## src/sq_params.svh

```systemverilog
// Operation
// Sixteen 16-bit transmit and receive word stores
// Per-entry command byte sequences transfers autonomously
// Command byte: protocol nibble plus select nibble
// Protocol sets length, delays, deselect behaviour
// Four select outputs, pattern per entry
// Transfer length eight through sixteen bits
// Hold or toggle selects, stop after queue
// Divider from 8-bit field of control zero
// Serial clock is system clock over twice divider
// Divider field resets to four
// Receive store fills while software drains it
// Ascending entries, completion flag and interrupt
// Receive word lands at transmitted entry index
`ifndef SQ_PARAMS_SVH
`define SQ_PARAMS_SVH

// Register byte addresses
`define SQ_CTRL0_ADDR     20'hFFC18
`define SQ_CTRL1_ADDR     20'hFFC1A
`define SQ_STATUS_ADDR    20'hFFC1C
`define SQ_MASK_ADDR      20'hFFC1E
`define SQ_RAM_BASE       20'hFFD00

// Queue store regions, selected by address bits 6:5
`define SQ_REGION_TX      2'h0
`define SQ_REGION_RX      2'h1
`define SQ_REGION_CMD     2'h2

// Control zero fields
`define SQ_DIV_LSB        0
`define SQ_DIV_MSB        7
`define SQ_BITS_LSB       12
`define SQ_BITS_MSB       15
`define SQ_CTRL0_RESET    16'h0004

// Control one fields
`define SQ_END_LSB        0
`define SQ_END_MSB        3
`define SQ_START_BIT      15

// Status and mask bits
`define SQ_ST_DONE        0
`define SQ_ST_RXWORD      1
`define SQ_ST_BUSY        2
`define SQ_EVENTS         2

// Select pattern while no peripheral is addressed
`define SQ_SELECT_IDLE    4'hF

// Timing
`define SQ_CLK_PERIOD_NS  4
`define SQ_LEAD_NS        40
`define SQ_TRAIL_NS       400
`define SQ_LEAD_CYCLES    ((`SQ_LEAD_NS + `SQ_CLK_PERIOD_NS - 1) / `SQ_CLK_PERIOD_NS)
`define SQ_TRAIL_CYCLES   ((`SQ_TRAIL_NS + `SQ_CLK_PERIOD_NS - 1) / `SQ_CLK_PERIOD_NS)

`endif

```

## src/sq_pkg.sv

```systemverilog
package sq_pkg;

	// Sequencer states
	typedef enum logic [2:0] {
		ST_IDLE  = 3'b000,
		ST_LOAD  = 3'b001,
		ST_LEAD  = 3'b010,
		ST_SHIFT = 3'b011,
		ST_TRAIL = 3'b100,
		ST_STEP  = 3'b101
	} state_type;

	// Queue command byte layout
	typedef struct packed {
		logic       hold;     // Keep selects between entries
		logic       bits_en;  // Length from control zero, else 8
		logic       trail;    // Delay after the transfer
		logic       lead;     // Delay from select to first clock
		logic [3:0] select;   // Select pattern for this entry
	} cmd_type;

endpackage

```

## src/serial_clock_divider.sv

```systemverilog
`timescale 1ns/1ps
`default_nettype none

module serial_clock_divider (
	input  wire logic       clk,
	input  wire logic       rst_n,
	input  wire logic       run,
	input  wire logic [7:0] divisor,
	output logic            tick
);

	logic [8:0] half;   // Half period in system clocks
	logic [8:0] count;  // Cycles into the half period

	// Zero means 256, values below 2 clamp to 2
	always_comb begin
		if (divisor == 8'h00) begin
			half = 9'h100;
		end else if (divisor < 8'h02) begin
			half = 9'h002;
		end else begin
			half = {1'b0, divisor};
		end
	end

	// Half-period counter, restarts whenever idle
	always_ff @(posedge clk) begin
		if (!rst_n || !run) begin
			count <= 9'h000;
			tick  <= 1'b0;
		end else if (count == half - 9'h001) begin
			count <= 9'h000;
			tick  <= 1'b1;
		end else begin
			count <= count + 9'h001;
			tick  <= 1'b0;
		end
	end

endmodule

`default_nettype wire

```

## src/queued_serial_peripheral.sv

```systemverilog
`timescale 1ns/1ps
`default_nettype none
`include "sq_params.svh"

module queued_serial_peripheral (
	input  wire logic        CLK_SYS,
	input  wire logic        RST_N,
	input  wire logic [19:0] ADDR,
	input  wire logic [15:0] WR_DATA,
	input  wire logic        WR_EN,
	input  wire logic        RD_EN,
	output logic      [15:0] RD_DATA,
	output logic             IRQ,
	output logic             SCK,
	output logic             MOSI,
	input  wire logic        MISO,
	output logic      [3:0]  SELECT
);

	localparam logic [19:0] ram_base   = `SQ_RAM_BASE;
	localparam logic [7:0]  lead_len   = 8'(`SQ_LEAD_CYCLES);
	localparam logic [7:0]  trail_len  = 8'(`SQ_TRAIL_CYCLES);

	// Queue stores
	logic [15:0] tx_ram  [0:15];  // Words to send
	logic [15:0] rx_ram  [0:15];  // Words received
	logic [7:0]  cmd_ram [0:15];  // Command bytes

	// Software registers
	logic [15:0] ctrl0;           // Divider and length
	logic [3:0]  end_idx;         // Last entry of the queue
	logic [`SQ_EVENTS-1:0] status; // Sticky events
	logic [`SQ_EVENTS-1:0] mask;   // Interrupt enables

	// Sequencer
	sq_pkg::state_type state;     // Current state
	sq_pkg::cmd_type   cmd;       // Command of current entry
	logic [3:0]  idx;             // Current entry
	logic [15:0] tx_shift;        // Outgoing shifter
	logic [15:0] rx_shift;        // Incoming shifter
	logic [4:0]  bit_cnt;         // Bits still to send
	logic [7:0]  delay_cnt;       // Delay countdown
	logic        tick;            // Half-period strobe

	// Decode helpers
	logic        ram_hit;         // Address falls in the stores
	logic [1:0]  region;          // Which store
	logic [3:0]  ram_idx;         // Entry addressed
	logic        start;           // Software start request
	logic        rx_write;        // Engine stores a word
	logic        done_event;      // Queue finished
	logic [4:0]  len;             // Length of current entry
	logic [15:0] aligned;         // Transmit word, MSB first
	logic [`SQ_EVENTS-1:0] set_bits; // Events this cycle
	logic [`SQ_EVENTS-1:0] clr_bits; // Write-one clears

	// Address decode for the stores
	always_comb begin
		ram_hit = (ADDR[19:7] == ram_base[19:7]) && (ADDR[0] == 1'b0);
		region  = ADDR[6:5];
		ram_idx = ADDR[4:1];
	end

	// Start only from idle
	always_comb begin
		start = WR_EN && (ADDR == `SQ_CTRL1_ADDR) && WR_DATA[`SQ_START_BIT]
			&& (state == sq_pkg::ST_IDLE);
	end

	// Length from the protocol nibble
	always_comb begin
		len = 5'd8;
		if (cmd_ram[idx][6]) begin
			if (ctrl0[`SQ_BITS_MSB:`SQ_BITS_LSB] == 4'h0) begin
				len = 5'd16;
			end else if (ctrl0[`SQ_BITS_MSB:`SQ_BITS_LSB] >= 4'h8) begin
				len = {1'b0, ctrl0[`SQ_BITS_MSB:`SQ_BITS_LSB]};
			end else begin
				len = 5'd8;
			end
		end
		aligned = tx_ram[idx] << (5'd16 - len);
	end

	// Control zero, divider resets to four
	always_ff @(posedge CLK_SYS) begin
		if (!RST_N) begin
			ctrl0 <= `SQ_CTRL0_RESET;
		end else if (WR_EN && ADDR == `SQ_CTRL0_ADDR) begin
			ctrl0 <= WR_DATA;
		end
	end

	// Control one end index and mask
	always_ff @(posedge CLK_SYS) begin
		if (!RST_N) begin
			end_idx <= 4'h0;
			mask    <= '0;
		end else if (WR_EN && ADDR == `SQ_CTRL1_ADDR) begin
			end_idx <= WR_DATA[`SQ_END_MSB:`SQ_END_LSB];
		end else if (WR_EN && ADDR == `SQ_MASK_ADDR) begin
			mask <= WR_DATA[`SQ_EVENTS-1:0];
		end
	end

	// Software writes to transmit and command stores
	always_ff @(posedge CLK_SYS) begin
		if (WR_EN && ram_hit && region == `SQ_REGION_TX) begin
			tx_ram[ram_idx] <= WR_DATA;
		end
		if (WR_EN && ram_hit && region == `SQ_REGION_CMD) begin
			cmd_ram[ram_idx] <= WR_DATA[7:0];
		end
	end

	// Engine fills receive store at the sent index
	always_ff @(posedge CLK_SYS) begin
		if (rx_write) begin
			rx_ram[idx] <= rx_shift;
		end
	end

	// Event sources
	always_comb begin
		rx_write   = (state == sq_pkg::ST_SHIFT) && tick && SCK && (bit_cnt == 5'd1);
		done_event = (state == sq_pkg::ST_STEP) && (idx == end_idx);
		set_bits   = '0;
		set_bits[`SQ_ST_DONE]   = done_event;
		set_bits[`SQ_ST_RXWORD] = rx_write;
		clr_bits   = '0;
		if (WR_EN && ADDR == `SQ_STATUS_ADDR) begin
			clr_bits = WR_DATA[`SQ_EVENTS-1:0];
		end
	end

	// Sticky status, set beats clear
	generate
		for (genvar i = 0; i < `SQ_EVENTS; i++) begin : g_status
			always_ff @(posedge CLK_SYS) begin
				if (!RST_N) begin
					status[i] <= 1'b0;
				end else begin
					status[i] <= set_bits[i] | (status[i] & ~clr_bits[i]);
				end
			end
		end
	endgenerate

	// Level interrupt from unmasked events
	always_ff @(posedge CLK_SYS) begin
		if (!RST_N) begin
			IRQ <= 1'b0;
		end else begin
			IRQ <= |(status & mask);
		end
	end

	// Read data, valid only the cycle after the strobe
	always_ff @(posedge CLK_SYS) begin
		if (!RST_N || !RD_EN) begin
			RD_DATA <= 16'h0000;
		end else if (ADDR == `SQ_CTRL0_ADDR) begin
			RD_DATA <= ctrl0;
		end else if (ADDR == `SQ_CTRL1_ADDR) begin
			RD_DATA <= {12'h000, end_idx};
		end else if (ADDR == `SQ_STATUS_ADDR) begin
			RD_DATA <= 16'({(state != sq_pkg::ST_IDLE), status});
		end else if (ADDR == `SQ_MASK_ADDR) begin
			RD_DATA <= 16'(mask);
		end else if (ram_hit && region == `SQ_REGION_TX) begin
			RD_DATA <= tx_ram[ram_idx];
		end else if (ram_hit && region == `SQ_REGION_RX) begin
			RD_DATA <= rx_ram[ram_idx];
		end else if (ram_hit && region == `SQ_REGION_CMD) begin
			RD_DATA <= {8'h00, cmd_ram[ram_idx]};
		end else begin
			RD_DATA <= 16'h0000;
		end
	end

	// Serial clock timebase
	serial_clock_divider u_divider (
		.clk     (CLK_SYS),
		.rst_n   (RST_N),
		.run     (state == sq_pkg::ST_SHIFT),
		.divisor (ctrl0[`SQ_DIV_MSB:`SQ_DIV_LSB]),
		.tick    (tick)
	);

	// Queue sequencer
	always_ff @(posedge CLK_SYS) begin
		if (!RST_N) begin
			state     <= sq_pkg::ST_IDLE;
			cmd       <= '0;
			idx       <= 4'h0;
			tx_shift  <= 16'h0000;
			rx_shift  <= 16'h0000;
			bit_cnt   <= 5'd0;
			delay_cnt <= 8'h00;
			SCK       <= 1'b0;
			SELECT    <= `SQ_SELECT_IDLE;
		end else begin
			case (state)
				sq_pkg::ST_IDLE: begin
					// Wait for software to start the queue
					if (start) begin
						idx   <= 4'h0;
						state <= sq_pkg::ST_LOAD;
					end
				end
				sq_pkg::ST_LOAD: begin
					// Fetch entry, drive its select pattern
					cmd       <= sq_pkg::cmd_type'(cmd_ram[idx]);
					SELECT    <= cmd_ram[idx][3:0];
					tx_shift  <= aligned;
					rx_shift  <= 16'h0000;
					bit_cnt   <= len;
					delay_cnt <= lead_len;
					if (cmd_ram[idx][4]) begin
						state <= sq_pkg::ST_LEAD;
					end else begin
						state <= sq_pkg::ST_SHIFT;
					end
				end
				sq_pkg::ST_LEAD: begin
					// Select-to-first-clock delay
					if (delay_cnt == 8'h01) begin
						state <= sq_pkg::ST_SHIFT;
					end else begin
						delay_cnt <= delay_cnt - 8'h01;
					end
				end
				sq_pkg::ST_SHIFT: begin
					// Rise samples, fall advances
					if (tick && !SCK) begin
						SCK      <= 1'b1;
						rx_shift <= {rx_shift[14:0], MISO};
					end else if (tick) begin
						SCK <= 1'b0;
						if (bit_cnt == 5'd1) begin
							delay_cnt <= trail_len;
							if (cmd.trail) begin
								state <= sq_pkg::ST_TRAIL;
							end else begin
								state <= sq_pkg::ST_STEP;
							end
						end else begin
							bit_cnt  <= bit_cnt - 5'd1;
							tx_shift <= {tx_shift[14:0], 1'b0};
						end
					end
				end
				sq_pkg::ST_TRAIL: begin
					// Delay after the transfer
					if (delay_cnt == 8'h01) begin
						state <= sq_pkg::ST_STEP;
					end else begin
						delay_cnt <= delay_cnt - 8'h01;
					end
				end
				sq_pkg::ST_STEP: begin
					// Advance or finish the queue
					if (idx == end_idx) begin
						SELECT <= `SQ_SELECT_IDLE;
						state  <= sq_pkg::ST_IDLE;
					end else begin
						idx   <= idx + 4'h1;
						state <= sq_pkg::ST_LOAD;
						if (!cmd.hold) begin
							SELECT <= `SQ_SELECT_IDLE;
						end
					end
				end
				default: begin
					state <= sq_pkg::ST_IDLE;
				end
			endcase
		end
	end

	// Data out straight from the shifter
	always_comb begin
		MOSI = tx_shift[15];
	end

endmodule

`default_nettype wire

```

## config.mk

```make
export PLATFORM = sky130hd
export DESIGN_NAME = queued_serial_peripheral
export DESIGN_NICKNAME = d
export VERILOG_FILES = /design/src/sq_pkg.sv /design/src/serial_clock_divider.sv /design/src/queued_serial_peripheral.sv
export VERILOG_INCLUDE_DIRS = /design/src
export SDC_FILE = /design/constraint.sdc
export NUM_CORES = 1
export LEC_CHECK = 0
export ABC_CLOCK_PERIOD_IN_PS = 8550
export BUFFER_PORTS_ARGS = -buffer_cell sky130_fd_sc_hd__buf_2
export CAP_MARGIN = 20
export CORE_MARGIN = 4
export CORE_UTILIZATION = 51
export DETAILED_ROUTE_END_ITERATION = 10
export PLACE_DENSITY_LB_ADDON = 0.05
export SYNTH_ARGS = -nofsm -noshare
export SYNTH_HDL_FRONTEND = slang
export SYNTH_SLANG_ARGS = --single-unit
```

## constraint.sdc

```tcl
create_clock -name CLK_SYS -period 8.55 [get_ports CLK_SYS]
set_input_delay 1.71 -clock CLK_SYS [delete_from_list [all_inputs] [get_ports CLK_SYS]]
set_output_delay 1.71 -clock CLK_SYS [all_outputs]
set_load 0.01 [all_outputs]
```

==> results.py, run 1 <==
metrics = {
    "power": {
        "p_switching_mw": 1.78,
        "peakVddDrop_mv": 0.166,
        "power_frac_seq_pct": 51.0,
        "switching_share_pct": 22.4,
        "p_comb_share_pct": 6.7,
        "design_power_total_mw": 7.93,
        "p_leak_nw": 11.7,
        "cellPowerDensity_mw_per_mm2": 215,
        "clkPwrFrac_pct": 42.3,
        "p_int_mw": 6.15,
    },
    "finish": {
        "multi_input_area_mm2": 0.0111,
        "area_growth_pct": 11.3,
        "final-seq-area_mm2": 0.0215,
        "drive_gt1_share_pct": 28.6,
        "nets": 1987,
        "fillers": 4922,
    },
    "floorplan": {
        "dieArea_mm2": 0.0692,
        "die_x_um": 263,
        "die_h_um": 263,
        "initial_core_util_pct": 51.4,
        "ios": 64,
        "core_mm2": 0.0645,
        "rows": 93,
    },
    "setup_path": {
        "cp.required_ns": 9.11,
        "worstSetupPathType": "register to register",
        "endpoint_kind": "register",
        "cp_max_fo": 32,
        "worst_setup_path_start_kind": "register",
        "arrival_ns": 5.74,
    },
    "clock_tree": {
        "ctsHoldBuffers": 0,
        "clock_latency_ns": 0.63,
        "cts_inserted_buffers": 80,
        "post_cts_resized": 0,
        "post_cts_buffers": 0,
        "cts_tree": "built",
        "clkTransAtPathRegs_ns": 0.06,
        "root_buffer": "clkbuf_16",
        "cts_max_path_buffers": 3,
        "clock_sinks": 754,
        "htreeDepth": 3,
    },
    "sta": {
        "min_period_ns": 5.18,
        "fin_crit_sh_pct": 60.5,
        "setup_viol": 0,
        "rsz0062_at_grt": "no",
        "fin_setup_tns_ns": 0,
        "worst_slew_pin_slew_ns": 1.13,
        "skew_ns": 0.0144,
        "slew_headroom_pct": 24.4,
        "fmax_ghz": 0.193,
        "hold_viol": 0,
        "finalMaxSlewViolations": 0,
    },
    "global_routing": {
        "overflow": 0,
        "grt_use_met3_pct": 3.92,
        "grt_pass1_vias": 18600,
        "grt_max_degree": 84,
        "use_met2_pct": 40.7,
        "track_usage_pct": 25.5,
        "top_usage_layer": "met2",
        "antenna_found_initial": 2,
        "grt_pass1_wl_mm": 129,
        "met1_usage_pct": 37.5,
    },
    "logic_synthesis": {
        "avgSynthCellArea_um2": 17.6,
        "yosys.area.top_type_share_pct": 58.0,
        "ys.warnings.count": 0,
        "netlist_top_cells_count": "edfxtp_1 (640), mux4_2 (318), nor2_1 (125)",
        "synthFlopType": "edfxtp_1",
        "yosysTopAreaCell": "edfxtp_1",
        "synth_edf_count": 640,
        "seq_area_frac_synth_pct": 64.8,
        "ys_ff_latch": 754,
        "synth_cell_type_count": 71,
        "async_reset_ff_share_pct": 0,
        "yosys-top-cells-area": "edfxtp_1 (58%), mux4_2 (22%), dfxtp_1 (6.9%)",
        "netlist_instances": 1884,
        "synth_most_common_cell": "edfxtp_1",
        "syn-num-nets": 1936,
        "syn_area_mm2": 0.0332,
    },
    "route": {
        "vias": 18700,
        "drt.antenna.violating_nets": 0,
        "first_pass_iters": 5,
        "vias_per_cell": 6.57,
        "drt_iter0_drc": 2287,
        "wl_mm": 88.6,
        "drc": 0,
        "wl_per_cell_um": 31.0,
    },
    "placement": {
        "gp_congestion": 0.862,
        "numPortBuffers": 63,
        "hpwl_mm": 55.9,
    },
    "job": {
        "cap_violations": 0,
    },
    "run_status": {
        "status": "finished clean",
    },
    "worst_hold_path": {
        "hold_path.class": "register to register",
    },
}
[critical path, stage by stage (launching register included)]
cell	delay (ns)
dfxtp_4	0.69
buf_4	0.65
nor2_1	0.16
a22o_1	0.28
a211oi_1	0.63
nor2_1	0.20
nor2b_1	0.21
nand2_1	0.08
ha_1	0.59
inv_1	0.36
a21o_1	0.26
nor3_1	0.14
a311o_1	0.25
mux2i_1	0.14
o21ai_0	0.25
o211a_1	0.19
[power by group through the flow]
stage | Combinational, mW | Sequential, mW | Clock (mW)
global placement | 0.524 | 4.12 | 0
detailed placement | 0.528 | 4.12 | 0
finish | 0.530 | 4.05 | 3.35
floorplan | 0.368 | 4.11 | 0
CTS | 0.531 | 4.05 | 3.41
global route | 0.571 | 4.05 | 3.57
[worst paths after layout]
kind / endpoint / cells past startpoint / from / slack (ns)
max: tx_shift[6]$_SDFFE_PN0P_ / 15 / register / 3.37
min: tx_shift[0]$_SDFFE_PN0P_ / 2 / tx_shift[0]$_SDFFE_PN0P_ / 0.46
max reg2reg: tx_shift[6]$_SDFFE_PN0P_ / 15 / register / 3.37
min reg2reg: tx_shift[0]$_SDFFE_PN0P_ / 2 / tx_shift[0]$_SDFFE_PN0P_ / 0.46
[final cells by class]
class / count / area share [%]
tap: 855 / 2.90
clock inverter: 40 / 1.05
timing repair buffer: 96 / 1.71
antenna: 2 / 0.0136
multi-input combinational: 979 / 30.0
sequential: 754 / 58.3
clock buffer: 104 / 5.75
inverter: 24 / 0.244
[logic make-up after synthesis]
kind of cell,Yosys count,share of synthesized area (%)
xor+xnor,29,0.789
simple gates,373,5.09
fa+ha+maj,11,0.415
compound gates,212,4.17
buf+inv,151,2.02
mux,354,22.7
flops,754,64.8
[flip-flops by register name (all words and copies together), names as in the netlist, 2 cells and up, named ones only]
register / cells
state: 3
cmd_ram: 128
RD_DATA: 16
idx: 4
SELECT: 4
mask: 2
end_idx: 4
bit_cnt: 5
rx_shift: 16
tx_shift: 16
cmd: 2
tx_ram: 256
delay_cnt: 8
u_divider.count: 9
ctrl0: 16
rx_ram: 256
status: 2
[cells in the final DEF, fill, tap and decap left out, types with 5 or more instances in the layout]
cell | netlist | final
nor2_1 | 125 | 97
a222oi_1 | 8 | 8
buf_2 | 24 | 60
clkinv_2 | 0 | 16
nor2_2 | 0 | 28
o211a_1 | 6 | 6
nor3_1 | 23 | 18
nand3_1 | 34 | 34
a31oi_1 | 8 | 8
o21ai_0 | 24 | 24
and3_1 | 12 | 12
nand4_1 | 6 | 6
ha_1 | 11 | 11
dfxtp_1 | 114 | 111
nor3_2 | 0 | 5
clkinv_1 | 0 | 9
o22ai_1 | 13 | 13
xor2_1 | 17 | 17
clkbuf_1 | 76 | 22
a21oi_1 | 82 | 82
clkbuf_16 | 0 | 81
bufinv_16 | 0 | 6
a22oi_1 | 23 | 23
and2_1 | 9 | 9
edfxtp_1 | 640 | 640
nand2b_1 | 11 | 11
mux2i_1 | 35 | 35
a211oi_1 | 5 | 5
nand2_1 | 117 | 117
nor2b_1 | 11 | 11
mux4_2 | 318 | 318
buf_4 | 3 | 30
inv_1 | 21 | 21
xnor2_1 | 11 | 11
[stage by stage]
stage | instances | utilization (%) | worst slack (ns) | hold WS, ns | area, µm²
finish | 2854 | 57.2 | 3.37 | 0.465 | 36900
global route | 2852 | 57.2 | 2.89 | 0.483 | 36900
CTS | 2850 | 57.2 | 3.36 | 0.463 | 36900
detailed placement | 2706 | 53.3 | 3.24 | 0.456 | 34300
global placement | 2705 | 53.3 | 3.22 | 0.447 | 34300
floorplan | 1884 | - | 3.92 | 0.436 | 33200
[per-layer routing]
metal,vias to the layer above,part of all wire (%)
met5,-,0.021
met4,2,2.5
met3,139,7.2
met2,827,48
met1,9939,42
li1,7835,-
Power figures use the tool's default switching activity.
==> run 2, diff against run 1 <==
Settings changed: ABC_CLOCK_PERIOD_IN_PS 8550 to 4750.
Clock period 8.55 ns to 4.75 ns, I/O delays scaled along.
==> results.py, run 2 (same netlist as run 1, synthesis figures left out) <==
metrics = {
    "run_status": {
        "status": "finished clean",
    },
    "clock_tree": {
        "ctsHoldBuffers": 0,
        "post_cts_resized": 0,
        "post_cts_buffers": 0,
        "cts_max_path_buffers": 3,
        "htreeDepth": 3,
        "clock_latency_ns": 0.64,
        "cts_inserted_buffers": 80,
        "cts_tree": "built",
        "clkTransAtPathRegs_ns": 0.06,
        "clock_sinks": 754,
        "root_buffer": "clkbuf_16",
    },
    "power": {
        "clkPwrFrac_pct": 42.3,
        "power_frac_seq_pct": 51.1,
        "p_comb_share_pct": 6.6,
        "cellPowerDensity_mw_per_mm2": 381,
        "p_leak_nw": 12.0,
        "peakVddDrop_mv": 0.254,
        "switching_share_pct": 22.7,
        "p_switching_mw": 3.24,
        "p_int_mw": 11.0,
    },
    "global_routing": {
        "grt_max_degree": 75,
        "antenna_found_initial": 0,
        "grt_pass1_vias": 19100,
        "grt_pass1_wl_mm": 128,
        "track_usage_pct": 25.2,
        "overflow": 0,
    },
    "route": {
        "vias_per_cell": 6.41,
        "wl_mm": 86.9,
        "drc": 0,
        "wl_per_cell_um": 29.8,
        "first_pass_iters": 6,
        "drt_iter0_drc": 1891,
        "vias": 18700,
        "drt.antenna.violating_nets": 0,
    },
    "finish": {
        "top_regs": "rx_ram: 256 flops, tx_ram: 256 flops, cmd_ram: 128 flops",
        "fillers": 4857,
        "instances_no_fill": 2915,
        "final_common_cell": "edfxtp_1",
        "nets": 2044,
        "final_cell_mix": "edfxtp_1 (640), mux4_2 (318), nand2_1 (117), dfxtp_1 (111), nor2_1 (97)",
        "area_growth_pct": 12.9,
        "drive_gt1_share_pct": 30.7,
    },
    "floorplan": {
        "dieArea_mm2": 0.0692,
        "initial_core_util_pct": 51.4,
        "ios": 64,
        "die_x_um": 263,
        "core_mm2": 0.0645,
        "rows": 93,
        "die_h_um": 263,
    },
    "sta": {
        "fin_setup_tns_ns": 0,
        "rsz0062_at_grt": "no",
        "min_period_ns": 4.04,
        "worst_slew_pin_slew_ns": 1.07,
        "finalMaxSlewViolations": 0,
        "skew_ns": 0.0154,
        "fin_crit_sh_pct": 85.1,
        "fmax_ghz": 0.247,
        "hold_viol": 0,
        "setup_viol": 0,
        "slew_headroom_pct": 28.8,
    },
    "setup_path": {
        "cp_max_fo": 14,
        "cp.required_ns": 5.26,
        "arrival_ns": 4.56,
        "endpoint_kind": "register",
        "worst_setup_path_start_kind": "register",
        "worstSetupPathType": "register to register",
    },
    "placement": {
        "numPortBuffers": 63,
        "hpwl_mm": 53.0,
        "gp_congestion": 0.853,
        "placedCellCount": 2765,
    },
    "job": {
        "cap_violations": 0,
    },
    "worst_hold_path": {
        "hold_path.class": "register to register",
    },
}
run 2: layout make-up:
class / count / area, µm² / area share (%)
Sequential cell: 754 / 21500 / 57.4
Multi-Input combinational cell: 979 / 11100 / 29.6
Clock buffer: 108 / 2190 / 5.84
Timing Repair Buffer: 153 / 1120 / 3.00
Tap cell: 855 / 1070 / 2.86
Clock inverter: 41 / 373 / 0.996
Inverter: 24 / 90.1 / 0.241
Antenna cell: 1 / 2.50 / 0.00668
run 2: per-layer routing:
metal | vias up | wire length, µm | share of wire [%] | track usage [%]
li1 | 7946 | - | - | -
met1 | 9877 | 36600 | 42 | 36.9
met2 | 757 | 42400 | 49 | 40.6
met3 | 98 | 6270 | 7.2 | 3.89
met4 | 0 | 1590 | 1.8 | 6.13
met5 | - | 0 | 0 | 0
run 2: final timing paths:
| kind | startpoint | cells past startpoint | slack (ns) | endpoint |
|---|---|---|---|---|
| max | register | 13 | 0.71 | tx_shift[10]$_SDFFE_PN0P_ |
| min | ctrl0[10]$_SDFFE_PN0P_ | 2 | 0.46 | ctrl0[10]$_SDFFE_PN0P_ |
| max reg2reg | register | 13 | 0.71 | tx_shift[10]$_SDFFE_PN0P_ |
| min reg2reg | ctrl0[10]$_SDFFE_PN0P_ | 2 | 0.46 | ctrl0[10]$_SDFFE_PN0P_ |
run 2: through the flow:
| step | hold slack (ns) | power [mW] | util (%) | setup slack, ns | instance area (µm²) |
|---|---|---|---|---|---|
| after detailed placement | 0.450 | 8.36 | 54.1 | 0.758 | 34900 |
| after global routing | 0.482 | 14.8 | 58.1 | 0.279 | 37400 |
| after floorplan | 0.436 | 8.05 | - | 0.877 | 33200 |
| final | 0.458 | 14.3 | 58.1 | 0.706 | 37400 |
| after CTS | 0.458 | 14.4 | 58.1 | 0.738 | 37400 |
| after global placement | 0.445 | 8.34 | 54.1 | 0.802 | 34900 |
run 2: worst max-delay path: stages (launching register included):
cell and delay [ns]:
dfxtp_2 0.67, mux2i_1 0.18, a22o_1 0.29, a211oi_1 0.38, nor2_1 0.19, nor2b_1 0.19
nand2_1 0.07, ha_1 0.31, buf_4 0.19, inv_1 0.35, mux4_2 0.57, and3_1 0.18
a221oi_1 0.24, a21oi_1 0.11
run 2: power groups by stage:
stage                     logic, mW  registers, mW  clock network, mW
after floorplan               0.663           7.39                  0
after global placement        0.921           7.42                  0
after detailed placement      0.937           7.43                  0
after CTS                     0.939           7.29               6.17
after global routing           1.01           7.30               6.46
final                         0.937           7.29               6.04
==> run 3, diff against run 2 <==
Settings changed: SYNTH_HIERARCHICAL set to 1.
==> results.py, run 3 <==
metrics = {
    "clock_tree": {
        "cts_tree": "built",
        "cts_max_path_buffers": 3,
        "clock_sinks": 754,
        "clock_latency_ns": 0.64,
        "post_cts_buffers": 0,
        "cts_inserted_buffers": 81,
        "root_buffer": "clkbuf_16",
        "clkTransAtPathRegs_ns": 0.06,
        "htreeDepth": 3,
        "ctsHoldBuffers": 0,
        "post_cts_resized": 0,
    },
    "power": {
        "p_leak_nw": 12.1,
        "cellPowerDensity_mw_per_mm2": 386,
        "switching_share_pct": 21.7,
        "peakVddDrop_mv": 0.339,
        "p_switching_mw": 3.14,
        "p_comb_share_pct": 5.9,
        "power_frac_seq_pct": 50.0,
        "p_int_mw": 11.4,
        "clkPwrFrac_pct": 44.1,
        "design_power_total_mw": 14.5,
    },
    "logic_synthesis": {
        "synth-simple-area-share_pct": 5.17,
        "yosys.area.top_type_share_pct": 58.0,
        "seq_area_frac_synth_pct": 64.9,
        "avgSynthCellArea_um2": 17.5,
        "muxShareOfSynthArea_pct": 22.2,
        "async_reset_ff_share_pct": 0,
        "synth-xor-area-share_pct": 0.714,
        "synthFlopType": "edfxtp_1",
        "synth_most_common_cell": "edfxtp_1",
        "syn-num-nets": 1946,
        "synth_edf_count": 640,
        "netlist_top_cells_count": "edfxtp_1 (640), mux4_2 (313), nand2_1 (144)",
        "ys_ff_latch": 754,
        "ys.warnings.count": 6,
        "netlist_instances": 1894,
        "syn_area_mm2": 0.0331,
        "synth_cell_type_count": 68,
        "synth_top_family_by_area": "multiplexers",
        "synth_compound_area_share_pct": 4.70,
        "yosys-top-cells-area": "edfxtp_1 (58%), mux4_2 (21%), dfxtp_1 (6.9%)",
        "yosysTopAreaCell": "edfxtp_1",
        "synth_fa_ha_area_share_pct": 0.415,
    },
    "route": {
        "wl_mm": 89.2,
        "vias": 19000,
        "wl_per_cell_um": 30.4,
        "first_pass_iters": 6,
        "drt.antenna.violating_nets": 0,
        "vias_per_cell": 6.49,
        "drt_iter0_drc": 1932,
        "drc": 0,
    },
    "global_routing": {
        "grt_pass1_vias": 19200,
        "grt_use_met3_pct": 3.87,
        "use_met2_pct": 40.8,
        "met1_usage_pct": 37.5,
        "antenna_found_initial": 2,
        "grt_max_degree": 86,
        "overflow": 0,
        "top_usage_layer": "met2",
        "track_usage_pct": 25.6,
        "grt_pass1_wl_mm": 131,
    },
    "setup_path": {
        "arrival_ns": 4.57,
        "crit_path_frequent_cell": "mux2i_1",
        "worst_setup_path_start_kind": "register",
        "path_buf_inv": 2,
        "slowest_stage": "dfxtp_1",
        "crit_chain": "mux2i_1 > a32oi_1 > nand4_1 > nand2_2 > inv_2 > ha_1 > inv_1 > mux4_2 > mux2i_1 > a311oi_1",
        "endpoint_kind": "register",
        "cp_max_fo": 12,
        "critical-path-max-stage-delay_ns": 0.76,
        "path_delay_family": "multiplexers",
        "worstSetupPathType": "register to register",
        "cp.required_ns": 5.23,
    },
    "floorplan": {
        "ios": 64,
        "die_h_um": 263,
        "initial_core_util_pct": 51.5,
        "dieArea_mm2": 0.0691,
        "core_mm2": 0.0643,
        "rows": 93,
        "die_x_um": 263,
    },
    "sta": {
        "min_period_ns": 4.09,
        "fmax_ghz": 0.244,
        "fin_setup_tns_ns": 0,
        "finalMaxSlewViolations": 0,
        "worst_slew_pin_slew_ns": 1.08,
        "setup_viol": 0,
        "hold_viol": 0,
        "setup_slack_ns": 0.659,
        "rsz0062_at_grt": "no",
        "slew_headroom_pct": 28.3,
        "skew_ns": 0.0208,
        "fin_crit_sh_pct": 86.1,
    },
    "run_status": {
        "status": "finished clean",
    },
    "worst_hold_path": {
        "hold_path.class": "register to register",
    },
    "finish": {
        "drive_gt1_share_pct": 30.8,
        "top_regs": "rx_ram: 256 flops, tx_ram: 256 flops, cmd_ram: 128 flops",
        "final_cell_mix": "edfxtp_1 (640), mux4_2 (313), nand2_1 (144), dfxtp_1 (112), buf_4 (86)",
        "final_common_cell": "edfxtp_1",
        "fin_area_mm2": 0.0376,
        "area_growth_pct": 13.5,
        "nets": 2065,
    },
    "placement": {
        "hpwl_mm": 54.9,
        "dpl_cell_area_mm2": 0.0349,
        "gp_congestion": 0.853,
        "dp_slack_ns": 0.753,
        "numPortBuffers": 63,
    },
    "job": {
        "cap_violations": 0,
    },
}
==> run 3: cell types whose count changed in the layout (fill, tap and decap cells not counted), sizes merged, moves of 8 or more <==
| cell | change |
|---|---|
| a211oi | +8 |
| nand3 | +9 |
| mux2i | -10 |
| o21ai | +12 |
| a22oi | +20 |
| clkinv | -12 |
| nor2 | -24 |
| a21oi | -12 |
| nand2 | +27 |
==> run 3: logic make-up after synthesis <==
logic type | after synthesis
buf+inv | 149
compound gates | 237
simple gates | 374
fa+ha+maj | 11
flops | 754
mux | 342
xor+xnor | 27
==> run 3: final timing paths <==
check	from	to	cells after the start	slack (ns)
worst min register to register	ctrl0[11]$_SDFFE_PN0P_	ctrl0[11]$_SDFFE_PN0P_	2	0.46
worst min-delay path	ctrl0[11]$_SDFFE_PN0P_	ctrl0[11]$_SDFFE_PN0P_	2	0.46
worst max-delay path	register	tx_shift[9]$_SDFFE_PN0P_	10	0.66
worst max register to register	register	tx_shift[9]$_SDFFE_PN0P_	10	0.66
==> run 3: power by group through the flow <==
stage / Clock [mW] / Sequential, mW / Combinational [mW]
floorplan: 0 / 7.37 / 0.585
global placement: 0 / 7.39 / 0.839
detailed placement: 0 / 7.39 / 0.858
CTS: 6.52 / 7.25 / 0.859
global route: 6.80 / 7.26 / 0.931
finish: 6.40 / 7.25 / 0.855
==> run 3: worst reg2reg max path, delay by kind of cell (launching register included) <==
| kind | cells | cell delay (ns) |
|---|---|---|
| fa+ha+maj | 1 | 0.47 |
| simple gates | 2 | 0.49 |
| flops | 1 | 0.76 |
| mux | 3 | 1.10 |
| buf+inv | 2 | 0.61 |
| compound gates | 2 | 0.51 |
==> run 3: final cells by class <==
class,instances,area (µm²)
fill,4833,26700
sequential,754,21500
multi-input combinational,991,11100
clock buffer,112,2260
timing repair buffer,156,1130
tap,855,1070
clock inverter,37,448
inverter,29,109
antenna,1,2.50
==> run 3: metrics by stage <==
step                      hold slack, ns  util [%]  std cells
final                              0.457      58.5       2935
after global routing               0.487      58.5       2934
after CTS                          0.455      58.5       2934
after detailed placement           0.447      54.2       2785
after global placement             0.444      54.2       2785
after floorplan                    0.432         -       1894
==> run 3: per-layer routing <==
metal	wire [µm]	share of wire (%)	up-vias
met5	20	0.022	-
met4	2480	2.8	2
met3	5820	6.5	130
met2	42800	48	766
met1	38000	43	10100
li1	-	-	8044
